==> src/rtl/eepc_consts.vh <==
// Constants of the paged EEPROM host controller: pin timing, counts, unlock words.
// Assumes a 100 MHz system clock; included by the controller and its timer.
`ifndef EEPC_CONSTS_VH
`define EEPC_CONSTS_VH

// ----------------------------------------------------------------------------
// Clock and array geometry
// ----------------------------------------------------------------------------
`define EEPC_CLK_NS      10
`define EEPC_ADDR_W      17
`define EEPC_OFF_W       7
`define EEPC_PAGE_W      10
`define EEPC_DATA_W      8

// ----------------------------------------------------------------------------
// Pin timing in ns and derived cycle counts (least times round up)
// ----------------------------------------------------------------------------
`define EEPC_T_ACC_NS    200
`define EEPC_T_DF_NS     55
`define EEPC_T_WP_NS     200
`define EEPC_T_WPH_NS    100
`define EEPC_SYNC_CYC    2
`define EEPC_ACC_CYC     ((`EEPC_T_ACC_NS + `EEPC_CLK_NS - 1) / `EEPC_CLK_NS + `EEPC_SYNC_CYC)
`define EEPC_DF_CYC      ((`EEPC_T_DF_NS + `EEPC_CLK_NS - 1) / `EEPC_CLK_NS)
`define EEPC_WP_CYC      ((`EEPC_T_WP_NS + `EEPC_CLK_NS - 1) / `EEPC_CLK_NS)
`define EEPC_WPH_CYC     ((`EEPC_T_WPH_NS + `EEPC_CLK_NS - 1) / `EEPC_CLK_NS)

// ----------------------------------------------------------------------------
// Long times in microseconds, counted on a 1 us tick
// ----------------------------------------------------------------------------
`define EEPC_US_DIV      (1000 / `EEPC_CLK_NS)
`define EEPC_BOOT_US     5000
`define EEPC_BLC_US      150
`define EEPC_WC_US       10000
`define EEPC_TMR_W       14

// ----------------------------------------------------------------------------
// Unlock command words (arbitrary defaults, override per part)
// ----------------------------------------------------------------------------
`define EEPC_ULK_A0      17'h00001
`define EEPC_ULK_A1      17'h00002
`define EEPC_ULK_A2      17'h00003
`define EEPC_ULK_D0      8'h11
`define EEPC_ULK_D1      8'h22
`define EEPC_ULK_D2      8'h33

`endif

==> src/rtl/eepc_host.v <==
// Host controller for a byte-wide paged EEPROM: reads, unlocked page writes, end-of-write polling.
// Assumes the EEPROM pins are wired directly; dq_in comes from the pad, asynchronous.
`timescale 1ns/1ps
`include "eepc_consts.vh"

// How it works
// [RULE1] Read: chip and output enables low, write enable high, sample the data pins.
// [RULE2] Data pins float whenever chip or output enable is high; we never contend then.
// [RULE3] One page write commits 1 to 128 bytes loaded into the device latch.
// [RULE4] Every write is preceded by three unlock command writes; protection never turns off.
// [RULE5] Address is set before the write strobe falls and held through the pulse. The code sets mem_addr on the same clock edge that drops the strobe.
// [RULE6] Write data is driven before and held after the write strobe rises.
// [RULE7] Each page byte follows the previous within 150 us, else loading ends.
// [RULE8] Page address stays fixed on every write strobe of one page load.
// [RULE9] Byte offset picks the byte; any order, rewrites allowed within the load.
// [RULE10] Only loaded bytes are programmed; the others of the page stay untouched.
// [RULE11] During programming the last byte reads back with its top bit inverted.
// [RULE12] Programming ends when true data returns; only then may a new write start. The code also accepts a new write after err_timeout.
// [RULE13] During programming the toggle bit changes on every read.
// [RULE14] After programming the toggle bit stops and reads return stored data.
// [RULE15] Writes are blocked for about 5 ms after power-up.
// [RULE16] No write starts while output enable is low or chip/write enable high.
// [RULE17] Strobe pulses shorter than about 15 ns never start a write.
// [RULE18] Unlock data is not stored; unlock addresses stay ordinary locations.
// [RULE19] A write without unlock only runs the timer; reads poll meanwhile.
// [RULE20] A page programming cycle lasts at most 10 ms.
// [RULE21] Main array is 131072 bytes behind a 17-bit address.
// [RULE22] A separate 128-byte area holds identification data.
// [RULE23] A new access starts only after the end of programming is seen. The code also returns to ready when the program timer expires (err_timeout).
// [RULE24] Protection re-arms after each cycle, so each write needs a fresh unlock.
// [RULE25] Host issues the three fixed unlock address/data pairs, then the page bytes.
module eepc_host #(
	parameter [`EEPC_TMR_W-1:0] BOOT_US = `EEPC_BOOT_US,
	parameter [`EEPC_TMR_W-1:0] BLC_US  = `EEPC_BLC_US,
	parameter [`EEPC_TMR_W-1:0] WC_US   = `EEPC_WC_US,
	parameter                   US_DIV  = `EEPC_US_DIV
) (
	input  wire                      clk_sys,
	input  wire                      rst_n,
	// User command side
	input  wire                      cmd_valid,
	input  wire                      cmd_write,
	input  wire                      cmd_toggle,
	input  wire [`EEPC_ADDR_W-1:0]   cmd_addr,
	output reg                       cmd_ready,
	input  wire                      wdata_valid,
	input  wire [`EEPC_OFF_W-1:0]    wdata_off,
	input  wire [`EEPC_DATA_W-1:0]   wdata,
	input  wire                      wdata_last,
	output reg                       wdata_ready,
	output reg  [`EEPC_DATA_W-1:0]   rd_data,
	output reg                       rd_valid,
	output reg                       wr_done,
	output reg                       err_timeout,
	output reg                       err_late,
	// EEPROM pins
	output reg                       chip_enable_n,
	output reg                       output_enable_n,
	output reg                       write_enable_n,
	output reg  [`EEPC_ADDR_W-1:0]   mem_addr,
	output reg  [`EEPC_DATA_W-1:0]   dq_out,
	output reg                       dq_oe,
	input  wire [`EEPC_DATA_W-1:0]   dq_in
);

	// ------------------------------------------------------------------------
	// States and registers
	// ------------------------------------------------------------------------
	localparam [7:0] S_BOOT  = 8'h01;
	localparam [7:0] S_IDLE  = 8'h02;
	localparam [7:0] S_RACC  = 8'h04;
	localparam [7:0] S_RGAP  = 8'h08;
	localparam [7:0] S_WLOW  = 8'h10;
	localparam [7:0] S_WHIGH = 8'h20;
	localparam [7:0] S_WAITB = 8'h40;
	localparam [7:0] S_POLL  = 8'h80;

	// Cycle counts cut to the width of cyc on purpose
	localparam [7:0]             WP_LEN   = `EEPC_WP_CYC - 1;
	localparam [7:0]             WPH_LEN  = `EEPC_WPH_CYC - 1;
	localparam [7:0]             ACC_LEN  = `EEPC_ACC_CYC;
	localparam [7:0]             DF_LEN   = `EEPC_DF_CYC;
	// Byte window counted from the strobe rise, one tick short so a late strobe still lands
	localparam [`EEPC_TMR_W-1:0] BLC_LOAD = BLC_US - 1;

	reg [7:0]                state;
	reg [7:0]                cyc;
	reg [1:0]                ulk_idx;
	reg                      polling;
	reg                      tog_mode;
	reg                      wlast;
	reg                      have_byte;
	reg                      have_prev;
	reg                      prev_tog;
	reg [`EEPC_PAGE_W-1:0]   page;
	reg [`EEPC_ADDR_W-1:0]   last_addr;
	reg [`EEPC_DATA_W-1:0]   last_data;
	reg [`EEPC_DATA_W-1:0]   cap;
	reg [`EEPC_DATA_W-1:0]   dq_s1;
	reg [`EEPC_DATA_W-1:0]   dq_s2;
	reg                      tmr_load;
	reg [`EEPC_TMR_W-1:0]    tmr_val;
	wire                     tmr_exp;

	// Unlock address for step idx
	function [`EEPC_ADDR_W-1:0] ulk_addr;
		input [1:0] idx;
		begin
			case (idx)
				2'd0:    ulk_addr = `EEPC_ULK_A0;
				2'd1:    ulk_addr = `EEPC_ULK_A1;
				default: ulk_addr = `EEPC_ULK_A2;
			endcase
		end
	endfunction

	// Unlock data for step idx
	function [`EEPC_DATA_W-1:0] ulk_data;
		input [1:0] idx;
		begin
			case (idx)
				2'd0:    ulk_data = `EEPC_ULK_D0;
				2'd1:    ulk_data = `EEPC_ULK_D1;
				default: ulk_data = `EEPC_ULK_D2;
			endcase
		end
	endfunction

	// ------------------------------------------------------------------------
	// Long-time timer: power-up hold-off, byte window, program timeout
	// ------------------------------------------------------------------------
	eepc_tmr #(
		.DIV (US_DIV),
		.W   (`EEPC_TMR_W)
	) u_tmr (
		.clk_sys  (clk_sys),
		.rst_n    (rst_n),
		.load     (tmr_load),
		.load_val (tmr_val),
		.expired  (tmr_exp)
	);

	// Two-flop synchroniser on the data pins
	always @(posedge clk_sys) begin
		if (!rst_n) begin
			dq_s1 <= 8'h00;
			dq_s2 <= 8'h00;
		end else begin
			dq_s1 <= dq_in;
			dq_s2 <= dq_s1;
		end
	end

	// ------------------------------------------------------------------------
	// Main sequencer
	// ------------------------------------------------------------------------
	// Pins, handshakes and polling in one one-hot machine
	always @(posedge clk_sys) begin
		if (!rst_n) begin
			state           <= S_BOOT;
			cyc             <= 8'h00;
			ulk_idx         <= 2'd0;
			polling         <= 1'b0;
			tog_mode        <= 1'b0;
			wlast           <= 1'b0;
			have_byte       <= 1'b0;
			have_prev       <= 1'b0;
			prev_tog        <= 1'b0;
			page            <= {`EEPC_PAGE_W{1'b0}};
			last_addr       <= {`EEPC_ADDR_W{1'b0}};
			last_data       <= 8'h00;
			cap             <= 8'h00;
			tmr_load        <= 1'b1;
			tmr_val         <= BOOT_US;                          // RULE15
			cmd_ready       <= 1'b0;
			wdata_ready     <= 1'b0;
			rd_data         <= 8'h00;
			rd_valid        <= 1'b0;
			wr_done         <= 1'b0;
			err_timeout     <= 1'b0;
			err_late        <= 1'b0;
			chip_enable_n   <= 1'b1;
			output_enable_n <= 1'b1;
			write_enable_n  <= 1'b1;
			mem_addr        <= {`EEPC_ADDR_W{1'b0}};
			dq_out          <= 8'h00;
			dq_oe           <= 1'b0;
		end else begin
			tmr_load    <= 1'b0;
			rd_valid    <= 1'b0;
			wr_done     <= 1'b0;
			err_timeout <= 1'b0;
			err_late    <= 1'b0;
			if (cyc != 8'h00)
				cyc <= cyc - 8'h01;
			case (state)
				// Hold off all access until the power-up delay has run
				S_BOOT: begin
					if (tmr_exp && !tmr_load) begin                 // RULE15
						state     <= S_IDLE;
						cmd_ready <= 1'b1;
					end
				end
				// Accept a read or a page write
				S_IDLE: begin
					if (cmd_valid) begin                            // RULE23
						cmd_ready <= 1'b0;
						tog_mode  <= cmd_toggle;
						if (cmd_write) begin
							page           <= cmd_addr[`EEPC_ADDR_W-1:`EEPC_OFF_W];
							ulk_idx        <= 2'd0;
							have_byte      <= 1'b0;
							wlast          <= 1'b0;
							mem_addr       <= ulk_addr(2'd0);           // RULE4 RULE25
							dq_out         <= ulk_data(2'd0);
							dq_oe          <= 1'b1;
							chip_enable_n  <= 1'b0;                  // RULE16
							write_enable_n <= 1'b0;
							cyc            <= WP_LEN;                 // RULE17
							state          <= S_WLOW;
						end else begin
							polling         <= 1'b0;
							mem_addr        <= cmd_addr;             // RULE21
							chip_enable_n   <= 1'b0;                 // RULE1
							output_enable_n <= 1'b0;
							cyc             <= ACC_LEN;
							state           <= S_RACC;
						end
					end
				end
				// Write strobe low; address and data stay put
				S_WLOW: begin
					if (cyc == 8'h00) begin
						write_enable_n <= 1'b1;                      // RULE6
						cyc            <= WPH_LEN;
						tmr_load       <= 1'b1;                      // RULE7
						tmr_val        <= BLC_LOAD;
						state          <= S_WHIGH;
					end
				end
				// Strobe high: release data after one cycle of hold
				S_WHIGH: begin
					dq_oe <= 1'b0;                                  // RULE6
					if (cyc == 8'h00) begin
						if (ulk_idx < 2'd2) begin
							ulk_idx        <= ulk_idx + 2'd1;        // RULE4
							mem_addr       <= ulk_addr(ulk_idx + 2'd1);
							dq_out         <= ulk_data(ulk_idx + 2'd1);
							dq_oe          <= 1'b1;
							write_enable_n <= 1'b0;
							cyc            <= WP_LEN;
							state          <= S_WLOW;
						end else if (wlast) begin
							chip_enable_n <= 1'b1;
							state         <= S_POLL;                 // RULE3
						end else begin
							ulk_idx       <= 2'd3;
							chip_enable_n <= 1'b1;
							wdata_ready   <= 1'b1;
							state         <= S_WAITB;
						end
					end
				end
				// Wait for the next page byte inside the load window
				S_WAITB: begin
					if (tmr_exp && !tmr_load) begin
						wdata_ready <= 1'b0;                         // RULE7
						err_late    <= 1'b1;
						state       <= S_POLL;                       // RULE19
					end else if (wdata_valid) begin
						wdata_ready    <= 1'b0;
						have_byte      <= 1'b1;
						wlast          <= wdata_last;
						mem_addr       <= {page, wdata_off};             // RULE8 RULE9 RULE10
						last_addr      <= {page, wdata_off};
						last_data      <= wdata;
						dq_out         <= wdata;
						dq_oe          <= 1'b1;
						chip_enable_n  <= 1'b0;
						write_enable_n <= 1'b0;                      // RULE5
						cyc            <= WP_LEN;
						state          <= S_WLOW;
					end
				end
				// Start end-of-write detection on the last loaded byte, or on the third unlock address if no byte was loaded
				S_POLL: begin
					polling         <= 1'b1;
					have_prev       <= 1'b0;
					tmr_load        <= 1'b1;
					tmr_val         <= WC_US;                        // RULE20
					mem_addr        <= have_byte ? last_addr : ulk_addr(2'd2);
					chip_enable_n   <= 1'b0;
					output_enable_n <= 1'b0;
					cyc             <= ACC_LEN;
					state           <= S_RACC;
				end
				// Read access: wait access time plus synchroniser, then sample
				S_RACC: begin
					if (cyc == 8'h00) begin
						cap             <= dq_s2;
						chip_enable_n   <= 1'b1;                     // RULE2
						output_enable_n <= 1'b1;
						cyc             <= DF_LEN;
						state           <= S_RGAP;
						if (!polling) begin
							rd_data  <= dq_s2;
							rd_valid <= 1'b1;
						end
					end
				end
				// Float gap; judge a poll read and repeat if still busy
				S_RGAP: begin
					if (cyc == 8'h00) begin
						if (!polling) begin
							cmd_ready <= 1'b1;
							state     <= S_IDLE;
						end else if (tog_mode ? (have_prev && cap[6] == prev_tog)
						             : (cap[7] == last_data[7] || !have_byte)) begin
							wr_done   <= 1'b1;                       // RULE11 RULE12 RULE13 RULE14
							rd_data   <= cap;
							polling   <= 1'b0;
							cmd_ready <= 1'b1;                       // RULE24
							state     <= S_IDLE;
						end else if (tmr_exp && !tmr_load) begin
							err_timeout <= 1'b1;                     // RULE20
							polling     <= 1'b0;
							cmd_ready   <= 1'b1;
							state       <= S_IDLE;
						end else begin
							have_prev       <= 1'b1;
							prev_tog        <= cap[6];
							chip_enable_n   <= 1'b0;
							output_enable_n <= 1'b0;
							cyc             <= ACC_LEN;
							state           <= S_RACC;
						end
					end
				end
				default: begin
					state <= S_IDLE;
				end
			endcase
		end
	end

endmodule // eepc_host

==> src/rtl/eepc_tmr.v <==
// Microsecond down-timer with a built-in 1 us tick divider.
// Assumes one clock; load restarts the count, expired stays high until next load.
`timescale 1ns/1ps
`include "eepc_consts.vh"

module eepc_tmr #(
	parameter DIV = `EEPC_US_DIV,
	parameter W   = `EEPC_TMR_W
) (
	input  wire         clk_sys,
	input  wire         rst_n,
	input  wire         load,
	input  wire [W-1:0] load_val,
	output reg          expired
);

	reg [7:0]   div;
	reg [W-1:0] cnt;
	wire        tick;

	assign tick = (div == DIV[7:0] - 8'h01);

	// ------------------------------------------------------------------------
	// Divider and count
	// ------------------------------------------------------------------------
	// Tick every DIV cycles; count ticks down to expiry
	always @(posedge clk_sys) begin
		if (!rst_n) begin
			div     <= 8'h00;
			cnt     <= {W{1'b0}};
			expired <= 1'b0;
		end else if (load) begin
			div     <= 8'h00;
			cnt     <= load_val;
			expired <= 1'b0;
		end else begin
			div <= tick ? 8'h00 : div + 8'h01;
			if (tick && !expired) begin
				if (cnt <= {{(W-1){1'b0}}, 1'b1})
					expired <= 1'b1;
				else
					cnt <= cnt - {{(W-1){1'b0}}, 1'b1};
			end
		end
	end

endmodule // eepc_tmr

==> config.mk <==
export PLATFORM = sky130hd
export DESIGN_NAME = eepc_host
export DESIGN_NICKNAME = d
export VERILOG_FILES = /design/src/rtl/eepc_host.v /design/src/rtl/eepc_tmr.v
export VERILOG_INCLUDE_DIRS = /design/src /design/src/rtl
export SDC_FILE = /design/constraint.sdc
export NUM_CORES = 1
export LEC_CHECK = 0
export BUFFER_PORTS_ARGS = -buffer_cell sky130_fd_sc_hd__buf_4
export CAP_MARGIN = 15
export CORE_UTILIZATION = 55
export DETAILED_ROUTE_END_ITERATION = 10
export PLACE_DENSITY = 0.75
export SLEW_MARGIN = 20
export SYNTH_ARGS = -nofsm -noshare
export SYNTH_HDL_FRONTEND = slang
export SYNTH_SLANG_ARGS = --single-unit
==> constraint.sdc <==
create_clock -name clk_sys -period 3.5 [get_ports clk_sys]
set_clock_uncertainty 0.2 [all_clocks]
set_input_delay 0.525 -clock clk_sys [delete_from_list [all_inputs] [get_ports clk_sys]]
set_output_delay 0.525 -clock clk_sys [all_outputs]
set_load 0.005 [all_outputs]
Yosys cells after proc, flatten, opt, wreduce, memory -nomap -nowiden:

Index checks and enable logic that the tools add are counted.
W data, S select, Z words.

* word-level logic and storage cells: 249
* register bits: 164

* order comparisons: 2
* reductions and logical operators: 52
* multiplexer cells: 119
* equality and inequality tests: 33
* bitwise logic cells: 6
* $add $sub $neg: 4

Operators by type and width (count)
* $mux W8: 33
* $mux W17: 7
* $pmux W17 S4: 1
* $pmux W8 S8: 1
* $mux W14: 4
* $pmux W8 S7: 1
* $mux W1: 45
* $ne A2 B2 Y1 const B: 19
* $reduce_and A5 Y1: 6
* $pmux W14 S2: 1
* $pmux W8 S3: 1
* $eq A8 B7 Y1 const B: 2
* $pmux W8 S2: 1
* $reduce_and A8 Y1: 2
* $le A14 B1 Y1 const B: 1
* $reduce_and A7 Y1: 2
* $reduce_bool A2 Y1: 7
* $sub A14 B1 Y14 const B: 1
* $mux W3: 4
* $pmux W6 S2: 1
* $reduce_and A2 Y1: 6
* $reduce_and A3 Y1: 4
* $reduce_and A6 Y1: 2
* $reduce_bool A4 Y1: 3
* other kinds (35): 61

Longest topological paths before layout:

* word-level depth: 7
* gate-level depth with buffers: 11
* mapped depth without buffers: 9

Modules after synthesis:

A second synthesis with hierarchy kept.

* cells, all modules: 804
* area, all modules: 6915.4 um^2

Modules (own cells, without submodules)
* eepc_host: instances 1, seq. area each 2522.4 um^2, area each 5739.3 um^2, cells an instance 669
* eepc_tmr: instances 1, seq. area each 460.4 um^2, area each 1176.1 um^2, cells an instance 135

Worst setup path after synthesis:

Ideal clock, no wire load.

* path kind: register -> register
* start point: register state[2]
* end point: register chip_enable_n
* buffers on the path: 1
* arrival: 2.039 ns
* period minus slack after synthesis: 2.360 ns
* setup time: 0.121 ns
* cell stages (with the launch flop): 8
* data required time: 3.179 ns
* path slack: 1.140 ns
* cell sequence: dfxtp_1 -> buf_2 -> or4b_1 -> nor2_2 -> nor4_1 -> a211o_1 -> a21oi_1 -> mux2_2

* word-level cells in the longest chain between the ends: 3

Ends and longest elaborated chain
* from (decl): line eepc_host.v:86 `reg [7:0] state;`
* from (signal assigned): line eepc_host.v:160 `state <= S_BOOT;`
* from (signal assigned): line eepc_host.v:200 `state <= S_IDLE;`
* from (signal assigned): line eepc_host.v:220 `state <= S_WLOW;`
* $eq A8 B4 Y1, or another cell as far along: line eepc_host.v:196 `case (state)`
* $reduce_bool A6 Y1 (no line) or $ne A2 B2 Y1 (tied branches)
* $reduce_and A11 Y1 (no line)
* to (signal assigned): line eepc_host.v:182 `chip_enable_n <= 1'b1;`
* to (signal assigned): line eepc_host.v:217 `chip_enable_n <= 1'b0;`
* to (signal assigned): line eepc_host.v:224 `chip_enable_n <= 1'b0;`
* to (decl): line eepc_host.v:57 `output reg chip_enable_n,`

Parallel ways exist; a longest one is shown, timed or not.
A chain may end at the register's enable or synchronous reset.

Worst setup path in the final report:

* start point: register state[0]
* end point: register mem_addr[2]

* word-level cells in the longest chain between the ends: 3

Ends and longest elaborated chain
* $eq A8 B7 Y1, or another cell as far along: line eepc_host.v:196
* $reduce_bool A4 Y1 (no line) or $ne A2 B2 Y1 (tied branches)
* $reduce_and A6 Y1 (no line)
* to (signal assigned): line eepc_host.v:185 `` mem_addr <= {`EEPC_ADDR_W{1'b0}}; ``
* to (signal assigned): line eepc_host.v:214 `mem_addr <= ulk_addr(2'd0);`
* to (signal assigned): line eepc_host.v:223 `mem_addr <= cmd_addr;`
* to (decl): line eepc_host.v:60 `` output reg [`EEPC_ADDR_W-1:0] mem_addr, ``

Parallel ways exist; a longest one is shown, timed or not.

==> impl_metrics.toml <==
[cts]
ctsHoldBuffers = 0
cts.clk_slew.worst_paths_ps = 60
cts_buffers = 17
root_buffer = "clkbuf_16"
htree_levels = 4
cts_setup_buffers = 0
cts_resized = 0
cts_sinks = 149
cts_max_path_buffers = 2
worstSkewPairLatency_ps = 420
cts_tree = "done"

[synthesis]
ys_seq_elements = 149
synth_top_family_by_area = "simple AND/OR/NAND/NOR gates"
muxShareOfSynthArea = 0.00170
ys_warn_count = 0
synth_fp_nets = 820
synth_xor_xnor_area_share = 0.0291
post_synth.cell_area_avg_um2 = 8.63
synth-compound-area-share = 0.212
yosysSeqAreaShare = 0.451
synth_flop_cell = "dfxtp_1"
synthAdderAreaFrac = 0.0113
synth_edf_count = 0
synthSimpleGateAreaFrac = 0.254
synthesis.area_um2 = 6620
syn_inst = 767
yosysUniqueCellTypes = 71
async_reset_ff_frac = 0

[power]
p_comb_frac = 0.151
ir_drop_mv = 0.381
p_sw_frac = 0.268
power_frac_clock = 0.406
leakage_nw = 3.06
power_density_nw_per_um2 = 521
p_switching_mw = 1.11
cellInternalPower_mw = 3.03
pwr-share-seq = 0.444

[die]
die_width_um = 112
die_h_um = 112
initial_utilization = 0.572
fp-row-count = 39
dieArea_um2 = 12500
num_io_pins = 90
core_area_um2 = 11600

[setup_path]
worstSetupPathType = "reg2reg"
end_kind = "flop"
cp_max_fo = 35
cp.arrival_ps = 2800
path_cells = "nor4_4 > nand4b_1 > buf_4 > or3_4 > a21oi_4 > buf_12 > nor2_1 > a311oi_1"
crit_path_max_incr_delay_ps = 530
crit_slowest_cell = "nor4_4"
worstPathRequired_ps = 3610
cp-start-kind = "flop"

[global_route]
grtUsageMet1 = 0.333
first_global_vias = 5761
antenna_found_initial = 0
grt.met2_usage = 0.485
met3_usage = 0.0680
grt-busiest-layer = "met2"
grt_first_pass_wirelength_um = 28000
track_usage = 0.282
grt.overflow.total = 0
grt_max_degree = 45

[layout]
multiInputGateArea_um2 = 3370
sequential_cell_area_um2 = 2980
final_core_util = 0.687
nFillCells = 939
drive_above_1_share = 0.199
final_nets = 897
insertedDiodeCount = 0
final_cell_mix = "dfxtp_1, nand2_1, buf_4"
final_common_cell = "dfxtp_1"
area_delta_synth_final_pct = 20.1

[timing]
slew_headroom = 0.443
finalSetupViolCount = 0
worstMarginPinSlew_ps = 835
final.setup.tns_ps = 0
fin_crit_ps = 2690
hold_viol = 0
min_period_over_period = 0.768
drv_slew = 0
fmax_mhz = 372
grt_setup_unrepaired = "false"
hold_slack_ps = 111

[placement]
gp_congestion = 0.935
dp_hpwl_um = 11800
numPortBuffers = 89

[detailed_routing]
remaining_drc_errors = 1
first_pass_iters = 8
drtAntennaViolNets = 0
drt_iter0_markers = 445
routed_wl_um = 17100
vias = 5985
wire_per_inst_um = 17.1
routed_via_density = 6.00

[outcome]
status = "finished with violations"
violations = "DRC"

[min_path]
min_path_type = "in2reg"

[flow_run]
maxCapViolCount = 0
==> worst max-delay path: cells and delay by family (launching register included) <==
| kind | cells | cell delay [ps] |
|---|---|---|
| buf+inv | 2 | 420 |
| simple gates | 4 | 1120 |
| flops | 1 | 360 |
| compound gates | 2 | 450 |
==> metrics by stage <==
stage / total power, mW / instance area, um^2 / worst slack [ps] / instances
global route: 4.31 / 7950 / 604 / 998
global placement: 2.47 / 7410 / 977 / 968
floorplan: 2.30 / 6620 / 1140 / 767
finish: 4.14 / 7950 / 810 / 998
detailed placement: 2.48 / 7410 / 859 / 968
CTS: 4.16 / 7950 / 848 / 998
==> layout make-up <==
type,instances,share of cell area
multi-input combinational,555,0.424
sequential,149,0.375
timing repair buffer,110,0.105
clock buffer,21,0.0579
tap,143,0.0225
clock inverter,9,0.0101
inverter,11,0.00519
==> kinds of logic (layout without fill, tap and decap cells) <==
group                      count (synthesis)  count (layout)
AOI/OAI and AO/OA                        184             184
xor gates and xnor gates                  22              22
adders and majority gates                  6               6
buffers and inverters                     63             151
DFF                                      149             149
muxes                                      1               1
and+or+nand+nor                          342             342
==> power groups by stage <==
stage | registers (mW) | clock network [mW] | logic [mW]
final | 1.84 | 1.68 | 0.623
after global routing | 1.85 | 1.78 | 0.681
after CTS | 1.83 | 1.71 | 0.617
after detailed placement | 1.87 | 0 | 0.609
after global placement | 1.87 | 0 | 0.600
after floorplan | 1.86 | 0 | 0.444
==> registers in the layout, summed over array words and instances, names as in the netlist, 2 cells and up <==
register,count
cap,8
cyc,8
dq_out,8
dq_s1,8
dq_s2,8
last_addr,17
mem_addr,17
page,10
rd_data,8
state,8
tmr_val,6
u_tmr.cnt,14
u_tmr.div,8
ulk_idx,2
==> cells in the mapped netlist, drive strengths merged (3+ instances only) <==
master	n	area, um^2
dfxtp	149	2980
nand2	133	499
nor2	73	277
clkbuf	38	144
a21oi	34	185
a21boi	33	248
nand3	29	145
o21ai	28	140
a311oi	23	258
nor3	18	100
and2	17	106
a32oi	16	140
buf	14	88.8
and3	12	75.1
inv	11	41.3
nor4	11	111
xnor2	11	96.3
xor2	11	96.3
or3	10	72.6
o31ai	8	60.1
nand2b	7	43.8
nor2b	7	43.8
o211a	7	77.6
ha	6	75.1
or4	5	37.5
a211oi	4	30.0
a31oi	4	25.0
nand4	4	25.0
or2	4	25.0
nor4b	3	26.3
o211ai	3	22.5
o21a	3	22.5
==> worst paths after layout <==
path	from	endpoint	slack [ps]	cells after the start
worst min-delay path	dq_in[2]	dq_s1[2]	110	2
worst max register to register	state[0]	mem_addr[2]	810	8
worst min register to register	dq_s1[5]	dq_s2[5]	230	1
worst max-delay path	state[0]	mem_addr[2]	810	8
==> metal layers <==
layer,vias to the layer above,wire length (um)
met3,38,1050
met2,236,8430
met4,0,374
li1,2882,-
met5,-,0
met1,2829,7220
No activity file was read; power rests on OpenSTA's default activity.
